--- config.mk ---
export PLATFORM = sky130hd
export DESIGN_NAME = stop_bar_sequence_controller
export DESIGN_NICKNAME = d
export VERILOG_FILES = /design/src/hw/stop_bar_pkg.sv /design/src/hw/stop_bar_sequence_controller.sv
export VERILOG_INCLUDE_DIRS = /design/src /design/src/hw
export SDC_FILE = /design/constraint.sdc
export NUM_CORES = 1
export LEC_CHECK = 0
export ABC_AREA = 0
export BUFFER_PORTS_ARGS = -buffer_cell sky130_fd_sc_hd__buf_4
export CELL_PAD_IN_SITES_DETAIL_PLACEMENT = 0
export CELL_PAD_IN_SITES_GLOBAL_PLACEMENT = 1
export CORE_ASPECT_RATIO = 1.4
export CORE_MARGIN = 1
export CORE_UTILIZATION = 35
export CTS_CLUSTER_DIAMETER = 30
export CTS_CLUSTER_SIZE = 20
export DETAILED_ROUTE_END_ITERATION = 7
export PLACE_DENSITY_LB_ADDON = 0.1
export SETUP_SLACK_MARGIN = 0.5
export SLEW_MARGIN = 20
export SYNTH_ARGS = -nofsm -noshare
export SYNTH_HDL_FRONTEND = slang
export SYNTH_SLANG_ARGS = --single-unit
--- constraint.sdc ---
create_clock -name CORE_CLK -period 3.85 [get_ports CORE_CLK]
set_clock_uncertainty 0.15 [all_clocks]
set_input_delay 0.5775 -clock CORE_CLK [delete_from_list [all_inputs] [get_ports CORE_CLK]]
set_output_delay 0.5775 -clock CORE_CLK [all_outputs]
set_load 0.01 [all_outputs]
--- src/hw/stop_bar_cfg.svh ---
`ifndef STOP_BAR_CFG_SVH
`define STOP_BAR_CFG_SVH
// ==========================================================
// Register map
`define OFF_CTRL 4'h0
`define OFF_VIS 4'h1
`define OFF_STATUS 4'h2
`define OFF_SERVICE 4'h3
`define CTRL_REMOTE_ON 0
`define CTRL_BY_VIS 1
`define CTRL_COMBO 2
`define CTRL_CLEAR 3
`define CTRL_RESET 4'h2
`define VIS_RESET 16'h0000
// ==========================================================
// Timing
`define CLK_HZ 40000000
`define TICK_S 1
`define T1_S 8'h2D
`define T2_S 8'h78
`define FAILSAFE_S 10'h258
`define VIS_LIMIT_FT 16'h04B0
`define RESP_CYCLES 2
// ==========================================================
// Synchronised input positions
`define IN_STOP 0
`define IN_OVR 1
`define IN_S1 2
`define IN_S2 3
`define IN_COMM 4
`define IN_LSEL 5
`define IN_LON 6
`define IN_LAMP 7
`define IN_DEV 15
`endif

--- src/hw/stop_bar_pkg.sv ---
package stop_bar_pkg;
    localparam int LAMPS = 8;
    localparam int NIN = 23;
    typedef logic [LAMPS-1:0] lamp_t;
    typedef logic [NIN-1:0] in_t;
    typedef enum logic [1:0] {IDLE, ARMED, SEG2, OVRD} seq_e;
    typedef struct packed {
        in_t s1;
        in_t s2;
        in_t s3;
        in_t filt;
        in_t prev;
        logic [25:0] presc;
        logic pulse;
        seq_e seq;
        logic [7:0] t1;
        logic [7:0] t2;
        logic [9:0] fs_cnt;
        logic fs_off;
        logic [3:0] ctrl;
        logic [15:0] vis;
        logic failed;
        logic [31:0] rdata;
        logic [3:0] a_idx;
        logic a_wr;
        logic a_valid;
        lamp_t red;
        lamp_t yel;
        lamp_t lstat;
        logic seg1;
        logic seg2;
    } state_s;
endpackage : stop_bar_pkg

--- src/hw/stop_bar_sequence_controller.sv ---
`timescale 1ns/1ps
`include "stop_bar_cfg.svh"
// Behaviour
// - Press starts timers, bar off, leads on.
// - First backup timer runs 45 seconds.
// - Second backup timer runs 2 minutes.
// - Timer expiry acts like its sensor.
// - Sensor one: bar on, segment one off.
// - Sensor two: segment two off.
// - Early sensor two restores the bar.
// - Sensor two before timer one: all reset.
// - Override press ignores both sensors.
// - Override ends at timer two expiry.
// - One lamp failure leaves others unchanged.
// - Failed control device keeps lamps off.
// - Failure mode: on below limit, else off.
// - Failure mode selectable remotely.
// - Failsafe timer turns the red bar off later.
// - Failed indication holds until service.
// - Bar off, leads on within two seconds.
// - Lamp status reported within five seconds.
// - Report failed count and adjacency.
// - Combined: yellow at good, red low.
// - Combined failure: red or pulsing yellow.
// - Combined failure mode selectable locally.
// - Combined device failure: both lights off.
// - Segment one ends at sensor one.
module stop_bar_sequence_controller
    import stop_bar_pkg::*;
#(
    parameter int TICK_CYCLES = `CLK_HZ * `TICK_S
)(
    input wire logic CORE_CLK,
    input wire logic RESET_N,
    input wire logic HSEL,
    input wire logic [31:0] HADDR,
    input wire logic [1:0] HTRANS,
    input wire logic HWRITE,
    input wire logic [2:0] HSIZE,
    input wire logic [31:0] HWDATA,
    input wire logic HREADY,
    output logic [31:0] HRDATA,
    output logic HREADYOUT,
    output logic HRESP,
    input wire logic STOP_BUTTON,
    input wire logic OVERRIDE_BUTTON,
    input wire logic SENSOR1,
    input wire logic SENSOR2,
    input wire logic COMM_FAIL,
    input wire logic LOCAL_SEL,
    input wire logic LOCAL_ON,
    input wire logic [7:0] LAMP_FAIL,
    input wire logic [7:0] DEV_FAIL,
    output logic [7:0] STOP_BAR_LAMP,
    output logic [7:0] GUARD_LAMP_ROW,
    output logic LEAD_SEG1,
    output logic LEAD_SEG2,
    output logic [7:0] LAMP_STATUS,
    output logic FAIL_IND
);
    import stop_bar_pkg::*;

    state_s r_reg;
    state_s r_next;
    in_t pins;
    in_t rise;
    lamp_t devf;
    lamp_t badf;
    logic tick;
    logic t1_exp;
    logic t2_exp;
    logic low_vis;
    logic fail_on;
    logic comm;
    logic combo;
    logic bar;
    logic [3:0] nfail;
    logic adj;
    logic wr_ok;
    logic [3:0] wr_idx;
    logic [31:0] rd_mux;

    assign pins = {DEV_FAIL, LAMP_FAIL, LOCAL_ON, LOCAL_SEL, COMM_FAIL,
                   SENSOR2, SENSOR1, OVERRIDE_BUTTON, STOP_BUTTON};
    assign HREADYOUT = 1'b1;
    assign HRESP = 1'b0;
    assign HRDATA = r_reg.rdata;
    assign STOP_BAR_LAMP = r_reg.red;
    assign GUARD_LAMP_ROW = r_reg.yel;
    assign LEAD_SEG1 = r_reg.seg1;
    assign LEAD_SEG2 = r_reg.seg2;
    assign LAMP_STATUS = r_reg.lstat;
    assign FAIL_IND = r_reg.failed;

    // ==========================================================
    // Next state
    always_comb
    begin
        r_next = r_reg;
        // Pins pass three flops; a level counts once the last two agree.
        r_next.s1 = pins;
        r_next.s2 = r_reg.s1;
        r_next.s3 = r_reg.s2;
        for (int i = 0; i < NIN; i++)
        begin
            if (r_reg.s2[i] == r_reg.s3[i])
            begin
                r_next.filt[i] = r_reg.s3[i];
            end
        end
        r_next.prev = r_reg.filt;
        rise = r_reg.filt & ~r_reg.prev;
        devf = r_reg.filt[`IN_DEV +: LAMPS];
        badf = devf | r_reg.filt[`IN_LAMP +: LAMPS];
        comm = r_reg.filt[`IN_COMM];
        combo = r_reg.ctrl[`CTRL_COMBO];
        low_vis = (r_reg.vis < `VIS_LIMIT_FT);

        // Second tick from the system clock.
        tick = (r_reg.presc == 26'(TICK_CYCLES - 1));
        r_next.presc = tick ? 26'h0000000 : r_reg.presc + 26'h0000001;
        if (tick)
        begin
            r_next.pulse = ~r_reg.pulse;
        end

        // ======================================================
        // Sequence
        t1_exp = (r_reg.t1 == `T1_S);
        t2_exp = (r_reg.t2 == `T2_S);
        if (tick && r_reg.seq == ARMED && !t1_exp)
        begin
            r_next.t1 = r_reg.t1 + 8'h01;
        end
        if (tick && r_reg.seq != IDLE && !t2_exp)
        begin
            r_next.t2 = r_reg.t2 + 8'h01;
        end
        case (r_reg.seq)
            IDLE:
            begin
                if (rise[`IN_STOP] && !comm)
                begin
                    r_next.t1 = 8'h00;
                    r_next.t2 = 8'h00;
                    r_next.seq = r_reg.filt[`IN_OVR] ? OVRD : ARMED;
                end
            end
            ARMED:
            begin
                // Sensor two first covers a dead sensor one.
                if (rise[`IN_S2] || t2_exp)
                begin
                    r_next.seq = IDLE;
                end
                else if (rise[`IN_S1] || t1_exp)
                begin
                    r_next.seq = SEG2;
                end
            end
            SEG2:
            begin
                if (rise[`IN_S2] || t2_exp)
                begin
                    r_next.seq = IDLE;
                end
            end
            OVRD:
            begin
                if (t2_exp)
                begin
                    r_next.seq = IDLE;
                end
            end
            default:
            begin
                r_next.seq = IDLE;
            end
        endcase
        if (comm || r_reg.ctrl[`CTRL_CLEAR])
        begin
            r_next.seq = IDLE;
            r_next.t1 = 8'h00;
            r_next.t2 = 8'h00;
        end
        r_next.ctrl[`CTRL_CLEAR] = 1'b0;

        // ======================================================
        // Failure handling
        if (!comm)
        begin
            r_next.fs_cnt = 10'h000;
            r_next.fs_off = 1'b0;
        end
        else if (tick && !r_reg.fs_off)
        begin
            r_next.fs_cnt = r_reg.fs_cnt + 10'h001;
            r_next.fs_off = (r_next.fs_cnt == `FAILSAFE_S);
        end
        if (comm && r_reg.filt[`IN_LSEL])
        begin
            fail_on = r_reg.filt[`IN_LON];
        end
        else if (r_reg.ctrl[`CTRL_BY_VIS])
        begin
            fail_on = low_vis;
        end
        else
        begin
            fail_on = r_reg.ctrl[`CTRL_REMOTE_ON];
        end

        // ======================================================
        // Lamp drive; each lamp is gated only by its own device.
        // Without comm failure, outside combined mode or in low visibility, the red bar is lit at rest and again once sensor one has passed.
        bar = (r_next.seq == IDLE) || (r_next.seq == SEG2);
        if (comm)
        begin
            r_next.seg1 = 1'b0;
            r_next.seg2 = 1'b0;
            r_next.red = (fail_on && !r_reg.fs_off) ? ~devf : 8'h00;
            r_next.yel = (combo && !fail_on) ?
                ((r_reg.pulse ? 8'h55 : 8'hAA) & ~devf) : 8'h00;
        end
        else
        begin
            r_next.seg1 = (r_next.seq == ARMED) || (r_next.seq == OVRD);
            r_next.seg2 = (r_next.seq != IDLE);
            r_next.red = (bar && (!combo || low_vis)) ? ~devf : 8'h00;
            r_next.yel = (combo && !low_vis) ?
                ((r_reg.pulse ? 8'h55 : 8'hAA) & ~devf) : 8'h00;
        end
        // Device failure forces both colours off.
        r_next.red = r_next.red & ~devf;
        r_next.yel = r_next.yel & ~devf;
        r_next.lstat = (r_next.red | r_next.yel) & ~badf;

        // Monitoring summary.
        nfail = 4'h0;
        adj = 1'b0;
        for (int i = 0; i < LAMPS; i++)
        begin
            nfail = nfail + {3'h0, badf[i]};
            if (i > 0)
            begin
                adj = adj | (badf[i] & badf[i-1]);
            end
        end

        // ======================================================
        // AHB-Lite slave: zero wait, read data registered.
        wr_ok = r_reg.a_valid && r_reg.a_wr;
        wr_idx = r_reg.a_idx;
        // Only addresses inside the window start a write, so aliases of
        // the four registers never reach them.
        r_next.a_valid = HSEL && HREADY && HTRANS[1]
                         && (HADDR[31:6] == 26'h0);
        r_next.a_wr = HWRITE;
        r_next.a_idx = HADDR[5:2];
        if (wr_ok && wr_idx == `OFF_CTRL)
        begin
            r_next.ctrl = HWDATA[3:0];
        end
        if (wr_ok && wr_idx == `OFF_VIS)
        begin
            r_next.vis = HWDATA[15:0];
        end
        // A clear only sticks once the fault is gone; set wins.
        if (wr_ok && wr_idx == `OFF_SERVICE && HWDATA[0])
        begin
            r_next.failed = 1'b0;
        end
        if (comm || (|devf))
        begin
            r_next.failed = 1'b1;
        end
        case (HADDR[5:2])
            `OFF_CTRL: rd_mux = {28'h0, r_reg.ctrl};
            `OFF_VIS: rd_mux = {16'h0, r_reg.vis};
            `OFF_STATUS: rd_mux = {4'h0, r_reg.t2, r_reg.t1, adj, nfail,
                                   r_reg.failed, comm, r_reg.seg2,
                                   r_reg.seg1, fail_on, r_reg.seq};
            default: rd_mux = 32'h00000000;
        endcase
        if (HADDR[31:6] != 26'h0)
        begin
            rd_mux = 32'h00000000;
        end
        if (HSEL && HREADY && HTRANS[1] && !HWRITE)
        begin
            r_next.rdata = rd_mux;
        end
    end

    always_ff @(posedge CORE_CLK or negedge RESET_N)
    begin
        if (!RESET_N)
        begin
            r_reg <= '0;
            r_reg.ctrl <= `CTRL_RESET;
            r_reg.vis <= `VIS_RESET;
        end
        else
        begin
            r_reg <= r_next;
        end
    end

    // ==========================================================
    // Checks
    property p_press;
        @(posedge CORE_CLK) disable iff (!RESET_N)
        (r_reg.seq == IDLE && rise[`IN_STOP] && !comm
         && !r_reg.filt[`IN_OVR] && !r_reg.ctrl[`CTRL_CLEAR])
        |=> (r_reg.seq == ARMED && r_reg.t1 == 8'h00 && r_reg.t2 == 8'h00);
    endproperty
    a_press: assert property (p_press)
        else $error("press did not arm the sequence");

    property p_resp;
        @(posedge CORE_CLK) disable iff (!RESET_N)
        (r_reg.seq == IDLE && rise[`IN_STOP] && !comm
         && !r_reg.ctrl[`CTRL_CLEAR])
        |-> ##[1:`RESP_CYCLES] (r_reg.red == 8'h00 && r_reg.seg1
                                && r_reg.seg2);
    endproperty
    a_resp: assert property (p_resp)
        else $error("lights not switched after press");

    property p_t1;
        @(posedge CORE_CLK) disable iff (!RESET_N)
        (r_reg.seq == ARMED && t1_exp && !rise[`IN_S2] && !t2_exp
         && !comm && !r_reg.ctrl[`CTRL_CLEAR]) |=> r_reg.seq == SEG2;
    endproperty
    a_t1: assert property (p_t1)
        else $error("timer one expiry ignored");

    property p_s2_early;
        @(posedge CORE_CLK) disable iff (!RESET_N)
        (r_reg.seq == ARMED && rise[`IN_S2])
        |=> (r_reg.seq == IDLE && !r_reg.seg1 && !r_reg.seg2);
    endproperty
    a_s2_early: assert property (p_s2_early)
        else $error("early sensor two did not reset");

    property p_s1;
        @(posedge CORE_CLK) disable iff (!RESET_N)
        (r_reg.seq == ARMED && rise[`IN_S1] && !rise[`IN_S2] && !t2_exp
         && !comm && !r_reg.ctrl[`CTRL_CLEAR])
        |=> (r_reg.seq == SEG2 && !r_reg.seg1 && r_reg.seg2);
    endproperty
    a_s1: assert property (p_s1)
        else $error("sensor one did not advance");

    property p_ovr;
        @(posedge CORE_CLK) disable iff (!RESET_N)
        (r_reg.seq == OVRD && !t2_exp && !comm
         && !r_reg.ctrl[`CTRL_CLEAR]) |=> r_reg.seq == OVRD;
    endproperty
    a_ovr: assert property (p_ovr)
        else $error("override left early");

    property p_t2;
        @(posedge CORE_CLK) disable iff (!RESET_N)
        (r_reg.seq != IDLE && t2_exp) |=> r_reg.seq == IDLE;
    endproperty
    a_t2: assert property (p_t2)
        else $error("timer two expiry ignored");

    property p_dev;
        @(posedge CORE_CLK) disable iff (!RESET_N)
        ((r_reg.red | r_reg.yel) & $past(devf)) == 8'h00;
    endproperty
    a_dev: assert property (p_dev)
        else $error("lamp on behind failed device");

    property p_failed;
        @(posedge CORE_CLK) disable iff (!RESET_N)
        (r_reg.failed && comm) |=> r_reg.failed;
    endproperty
    a_failed: assert property (p_failed)
        else $error("failed indication dropped");
endmodule : stop_bar_sequence_controller

---- Yosys cells after proc, flatten, opt, wreduce, memory -nomap -nowiden ----
Index checks and enable logic that the tools add are counted.
word-level totals
  word-level logic and storage cells ...... 194
  RAM bits ................................ 0
  bits in latches ......................... 0
  register bits after elaboration ......... 237
  input port bits ......................... 97
  memories ................................ 0
  bits in read-only memories .............. 0
  output and inout port bits .............. 61
cells by class
  shift-type cells ........................ 0
  multiplexer cells ....................... 28
  $lt $le $gt $ge ......................... 1
  divide/modulo/power cells ............... 0
  bitwise operators ....................... 24
  reduce and logical (&&, ||, !) cells .... 45
  $add $sub $neg .......................... 11
  multipliers ............................. 0
  eq/ne operators ......................... 38
operators by type and width
  kind                                                           number
  one-hot mux 28 bit (3 select lines)                            1
  2-to-1 mux 8 bit                                               7
  2-to-1 mux 18 bit                                              2
  bitwise AND 8 bit                                              4
  2-to-1 mux 16 bit                                              2
  2-to-1 mux 32 bit                                              1
  adder 26 x 1 -> 26 bit (second input constant)                 1
  == test 26 bit (second input constant)                         1
  logical NOT 26 bit                                             1
  2-to-1 mux 26 bit                                              1
  nonzero test 26 bit                                            1
  == test 1 bit                                                  23
  2-to-1 mux 11 bit                                              2
  logical AND 1 bit                                              20
  adder 4 x 1 -> 4 bit                                           4
  adder 8 x 1 -> 8 bit (second input constant)                   2
  less-than comparator 16 x 11 -> 1 bit (second input constant)  1
  inverter 8 bit                                                 2
  bitwise OR 8 bit                                               2
  2-to-1 mux 2 bit                                               6
  adder 10 x 1 -> 10 bit (second input constant)                 1
  == test 10 bit (second input constant)                         1
  == test 2 bit (second input constant)                          4
  == test 4 x 1 -> 1 bit (second input constant)                 2
  other kinds (22)                                               55

---- Longest topological paths before layout ----
  depth in word-level cells ............... 15
  gate-level depth with buffers ........... 13

---- Least setup slack after synthesis ----
No wires, ideal clock.
  kind .................................... reg-to-reg
  from .................................... reg r_reg (netlist bit devf[0])
  to ...................................... reg r_reg (netlist bit HRDATA[9])
  period minus slack after synthesis ...... 3.357 ns
  arrival time ............................ 3.074 ns
  cell stages (with the launch flop) ...... 14
  setup slack ............................. 0.493 ns
  cell sequence ........................... dfrtp_1 -> or2_2 -> inv_1 -> fa_1 -> inv_1 -> fa_1 -> inv_1 -> fa_1 -> inv_1 -> ha_1 -> fa_1 -> xor2_1 -> a22oi_1 -> o21ai_0
on the way
  word-level cells in the longest chain between the ends .. 10
ends and longest elaborated chain
  element                              line                                 text
  start: declaration                   stop_bar_sequence_controller.sv:63   state_s r_reg;
  start signal: assignment             stop_bar_sequence_controller.sv:305  r_reg <= r_next;
  bitwise OR 8 bit                     stop_bar_sequence_controller.sv:114  badf = devf | r_reg.filt[`IN_LAMP +: LAMPS];
  adder 1 x 1 -> 2 bit                 stop_bar_sequence_controller.sv:243  nfail = nfail + {3'h0, badf[i]};
  adder 2 x 1 -> 3 bit                 stop_bar_sequence_controller.sv:243
  adder 3 x 1 -> 4 bit                 stop_bar_sequence_controller.sv:243
  adder 4 x 1 -> 4 bit (4 in a row)    stop_bar_sequence_controller.sv:243
  one-hot mux 28 bit (3 select lines)  stop_bar_sequence_controller.sv:277  case (HADDR[5:2])
  2-to-1 mux 32 bit                    stop_bar_sequence_controller.sv:285  if (HADDR[31:6] != 26'h0)
Every way passes these cells.
A chain may end at the register's enable or synchronous reset.

---- Worst setup path in the final report ----
Same ends and word-level chain as after synthesis.

==> impl_summary.txt <==
----------------------------------------------------
[Power and ir drop]
  Leakage Power ... 5.52 nW
  PwrDens ... 559 nW/um^2
  VDD IR-drop max ... 0.272 mV

[GRT]
  Initial antenna violation count ... 0
  Overall overflow remaining after global route ... 0
  Vias in the first global route ... 6640
  Largest net degree at the start of global routing ... 105
  First-pass GRT wire length ... 35.1 mm
  All-Layer GR Usage ... 16.2%

[Drt]
  Detailed Route Iter0 Violations ... 236
  Aggregate routed wire length ... 21.4 mm
  Detailed-route wire length per cell ... 16.2 um
  Initial DRT Pass Iterations ... 4
  Number of nets with antenna violations after routing ... 0
  Number of vias after detailed routing ... 6362
  Number of DRC violations after detailed routing ... 0
  Avg Vias per Cell ... 4.81

[Die]
  Floorplan row count ... 71
  Die area ... 27900 um^2
  Die width ... 141 um
  Die height ... 197 um
  Core area ... 26800 um^2
  Starting density of the core ... 35.5%
  I/O pin cnt ... 158

[Clocking]
  CTS tree ... done
  Clock edge transition at the registers on the reported setup and hold paths ... 0.05 ns
  Num Clock Sinks ... 232
  Number of levels the H-tree was split into ... 2
  Clock latency on the worst-skew pair ... 0.53 ns
  Maximum buffer depth of the clock tree ... 3
  Library cell used as clock root buffer ... clkbuf_16
  TritonCTS Buffers ... 44

[STA]
  WHS ... 0.0260 ns
  RSZ-0062 raised after global routing ... yes
  Final clock period utilization by the worst path ... 86.4%
  Least-Margin Pin Slew ... 0.817 ns
  Final Hold Fails ... 0
  Max Freq ... 301 MHz
  Summed negative setup slack over all endpoints ... 0 ns
  Setup-failing EPs final ... 0
  Shortest period the worst path allows ... 3.33 ns
  Slew headroom ... 45.5%
  Max-slew violation count ... 0

[Synth]
  Top post-synthesis cells by count ... dfrtp_1 (231), buf_4 (58), nor2_1 (57)
  Seq/Total Area, Yosys ... 60.9%
  FF+latch count, synth ... 232
  Warnings, synthesis ... 0
  Fraction of synthesized cell area taken by the top area cell type ... 60.7%
  Share of synthesized flip-flops with an asynchronous set or reset ... 100%
  Number of standard cells after synthesis ... 788
  Area contributors post-synth ... dfrtp_1 (61%), buf_4 (4.6%), maj3_1 (2.4%), mux2_2 (2.4%), nor2_1 (2.2%)
  Leading cell type by number of instances after synthesis ... dfrtp_1
  Post-Synthesis Cell Area ... 9530 um^2
  Synthesized area divided by synthesized cell count ... 12.1 um^2
  Count of unique library cells instantiated by Yosys ... 62
  Predominant post-synthesis flop cell ... dfrtp_1
  Cell taking the most area after synthesis ... dfrtp_1
  Number of enable-type register cells in the synthesized netlist ... 0

[Cells and area]
  Final design instance area without fill ... 12300 um^2
  Final Core Density ... 45.9%
  Synth-to-Final Area Change ... 29.2%
  Final cell count without fillers ... 1324
  Flip-flop count of the largest register after layout ... 103
  Diode count ... 0
  Layout cells sized above 1 ... 28.1%
  Net count of the finished layout ... 1035

[Run status]
  Run status ... completed

[Worst hold path]
  Tightest Hold Check Type ... in -> reg

[Worst setup path]
  Launching element type of the critical path ... register
  Crit path to ... HRDATA[9]$_DFFE_PN0P_
  Data arrival time at the worst-slack endpoint ... 3.58 ns
  Setup slack on the worst flop-to-flop path ... 0.52 ns
  Reg-to-reg startpoint ... devf[0]$_DFFE_PN0N_
  Critical path peak fanout ... 3
  Cell count of the worst reg-to-reg path ... 13
  Critical path endpoint category ... register
  Critical register-to-register path endpoint ... HRDATA[9]$_DFFE_PN0P_
  Critical Path RT ... 4.10 ns
  Critical path launch point ... devf[0]$_DFFE_PN0N_
  Category of the critical setup timing path ... reg -> reg

[Placement]
  Placed wire-length estimate after detailed placement ... 14.6 mm
  Count of buffers inserted at the top-level ports ... 129
  RePlAce Congestion ... 0.765
  Placed instance area ... 10600 um^2
  Cell total after placement ... 1218

[Run]
  MaxCap Viol Count ... 0

----------------------------------------------------
==> worst max-delay path: stages (launching register included) <==
cell     delay, ns
dfrtp_1       0.34
or2_4         0.13
inv_2         0.04
fa_1          0.52
inv_1         0.05
fa_1          0.49
inv_2         0.04
fa_1          0.49
inv_2         0.04
ha_4          0.15
fa_2          0.35
xor2_1        0.17
a22oi_1       0.17
o21ai_1       0.07
==> placed cells by master, fill, tap and decap left out, drive strengths merged, types with 5 or more instances in the layout <==
| cell | Yosys | layout |
|---|---|---|
| dfrtp | 231 | 231 |
| conb | 2 | 6 |
| and4 | 7 | 7 |
| clkbuf | 15 | 57 |
| or2 | 10 | 10 |
| nand2 | 46 | 46 |
| mux2 | 20 | 20 |
| nand3 | 19 | 19 |
| nand2b | 6 | 6 |
| dlygate4sd3 | 0 | 19 |
| nand4 | 21 | 21 |
| clkinv | 1 | 7 |
| nor4 | 11 | 11 |
| xor2 | 11 | 11 |
| a21oi | 33 | 33 |
| nor3 | 10 | 10 |
| inv | 19 | 32 |
| o31ai | 10 | 10 |
| a22oi | 13 | 13 |
| a22o | 12 | 12 |
| xnor2 | 19 | 19 |
| ha | 11 | 11 |
| and3 | 5 | 5 |
| mux2i | 7 | 7 |
| buf | 61 | 142 |
| or4 | 7 | 7 |
| maj3 | 23 | 23 |
| o21ai | 36 | 36 |
| nor2 | 57 | 57 |
| or3 | 18 | 18 |
==> where the power goes <==
group | internal [mW] | switching [mW] | leakage, nW | total, mW
Combinational | 0.221 | 0.229 | 1.86 | 0.450
Clock | 2.51 | 1.31 | 0.734 | 3.82
Sequential | 2.55 | 0.0650 | 2.93 | 2.61
Total | 5.28 | 1.60 | 5.52 | 6.88
==> routing by layer <==
layer	part of all wire (%)	up-vias	track usage [%]	wire (um)
met5	0	-	0	0
met4	2.2	0	5.93	471
met3	5.6	39	3.85	1200
met2	49	149	27.1	10500
met1	43	3161	20.4	9200
li1	-	3013	-	-
==> cell type report <==
class,count,area [um^2]
Multi-Input combinational cell,464,3180
Tap cell,365,457
Clock buffer,57,1200
Fill cell,2512,14500
Sequential cell,232,5810
Timing Repair Buffer,161,1290
Clock inverter,25,295
Inverter,20,75.1
==> metrics by stage <==
stage / setup WS [ns] / total power, mW
6_report: 0.524 / 6.88
5_1_grt: 0.322 / 7.17
4_1_cts: 0.495 / 6.98
3_5_place_dp: 0.372 / 3.07
3_3_place_gp: 0.383 / 3.06
2_1_floorplan: 0.529 / 2.87
==> how the worst min path moves through the flow <==
| stage | from | end | slack (ns) | cells after the start |
|---|---|---|---|---|
| floorplan | RESET_N | FAIL_IND$_DFFE_PN0P_ | 0.13 | 0 |
| global placement | r_next[212]$_DFF_PN0_ | r_next[189]$_DFF_PN0_ | 0.18 | 0 |
| detailed placement | r_next[212]$_DFF_PN0_ | r_next[189]$_DFF_PN0_ | 0.18 | 0 |
| CTS | DEV_FAIL[0] | r_next[225]$_DFF_PN0_ | 0.001 | 1 |
| global route | DEV_FAIL[0] | r_next[225]$_DFF_PN0_ | 0.004 | 1 |
| finish | LOCAL_SEL | r_next[215]$_DFF_PN0_ | 0.03 | 1 |
==> cell families (layout without fill, tap and decap cells) <==
logic type,after synthesis,after routing,share of synthesized area [%]
other cells,2,6,0.0788
buf+inv,96,263,6.16
compound gates,126,126,8.46
xor+xnor,30,30,2.76
simple gates,237,237,13.8
flops,232,232,60.9
fa+ha+maj,38,38,4.70
mux,27,27,3.10
==> what timing repair did <==
| action | CTS | global route |
|---|---|---|
| hold endpoints to repair | 69 | 0 |
| endpoints found under the setup margin | 2 | 2 |
| resized for setup | 3 | 7 |
| pin swaps | 0 | 4 |
| buffers inserted | 2 | 3 |
| hold buffers | 19 | 0 |
No activity file was read; power rests on OpenSTA's default activity.
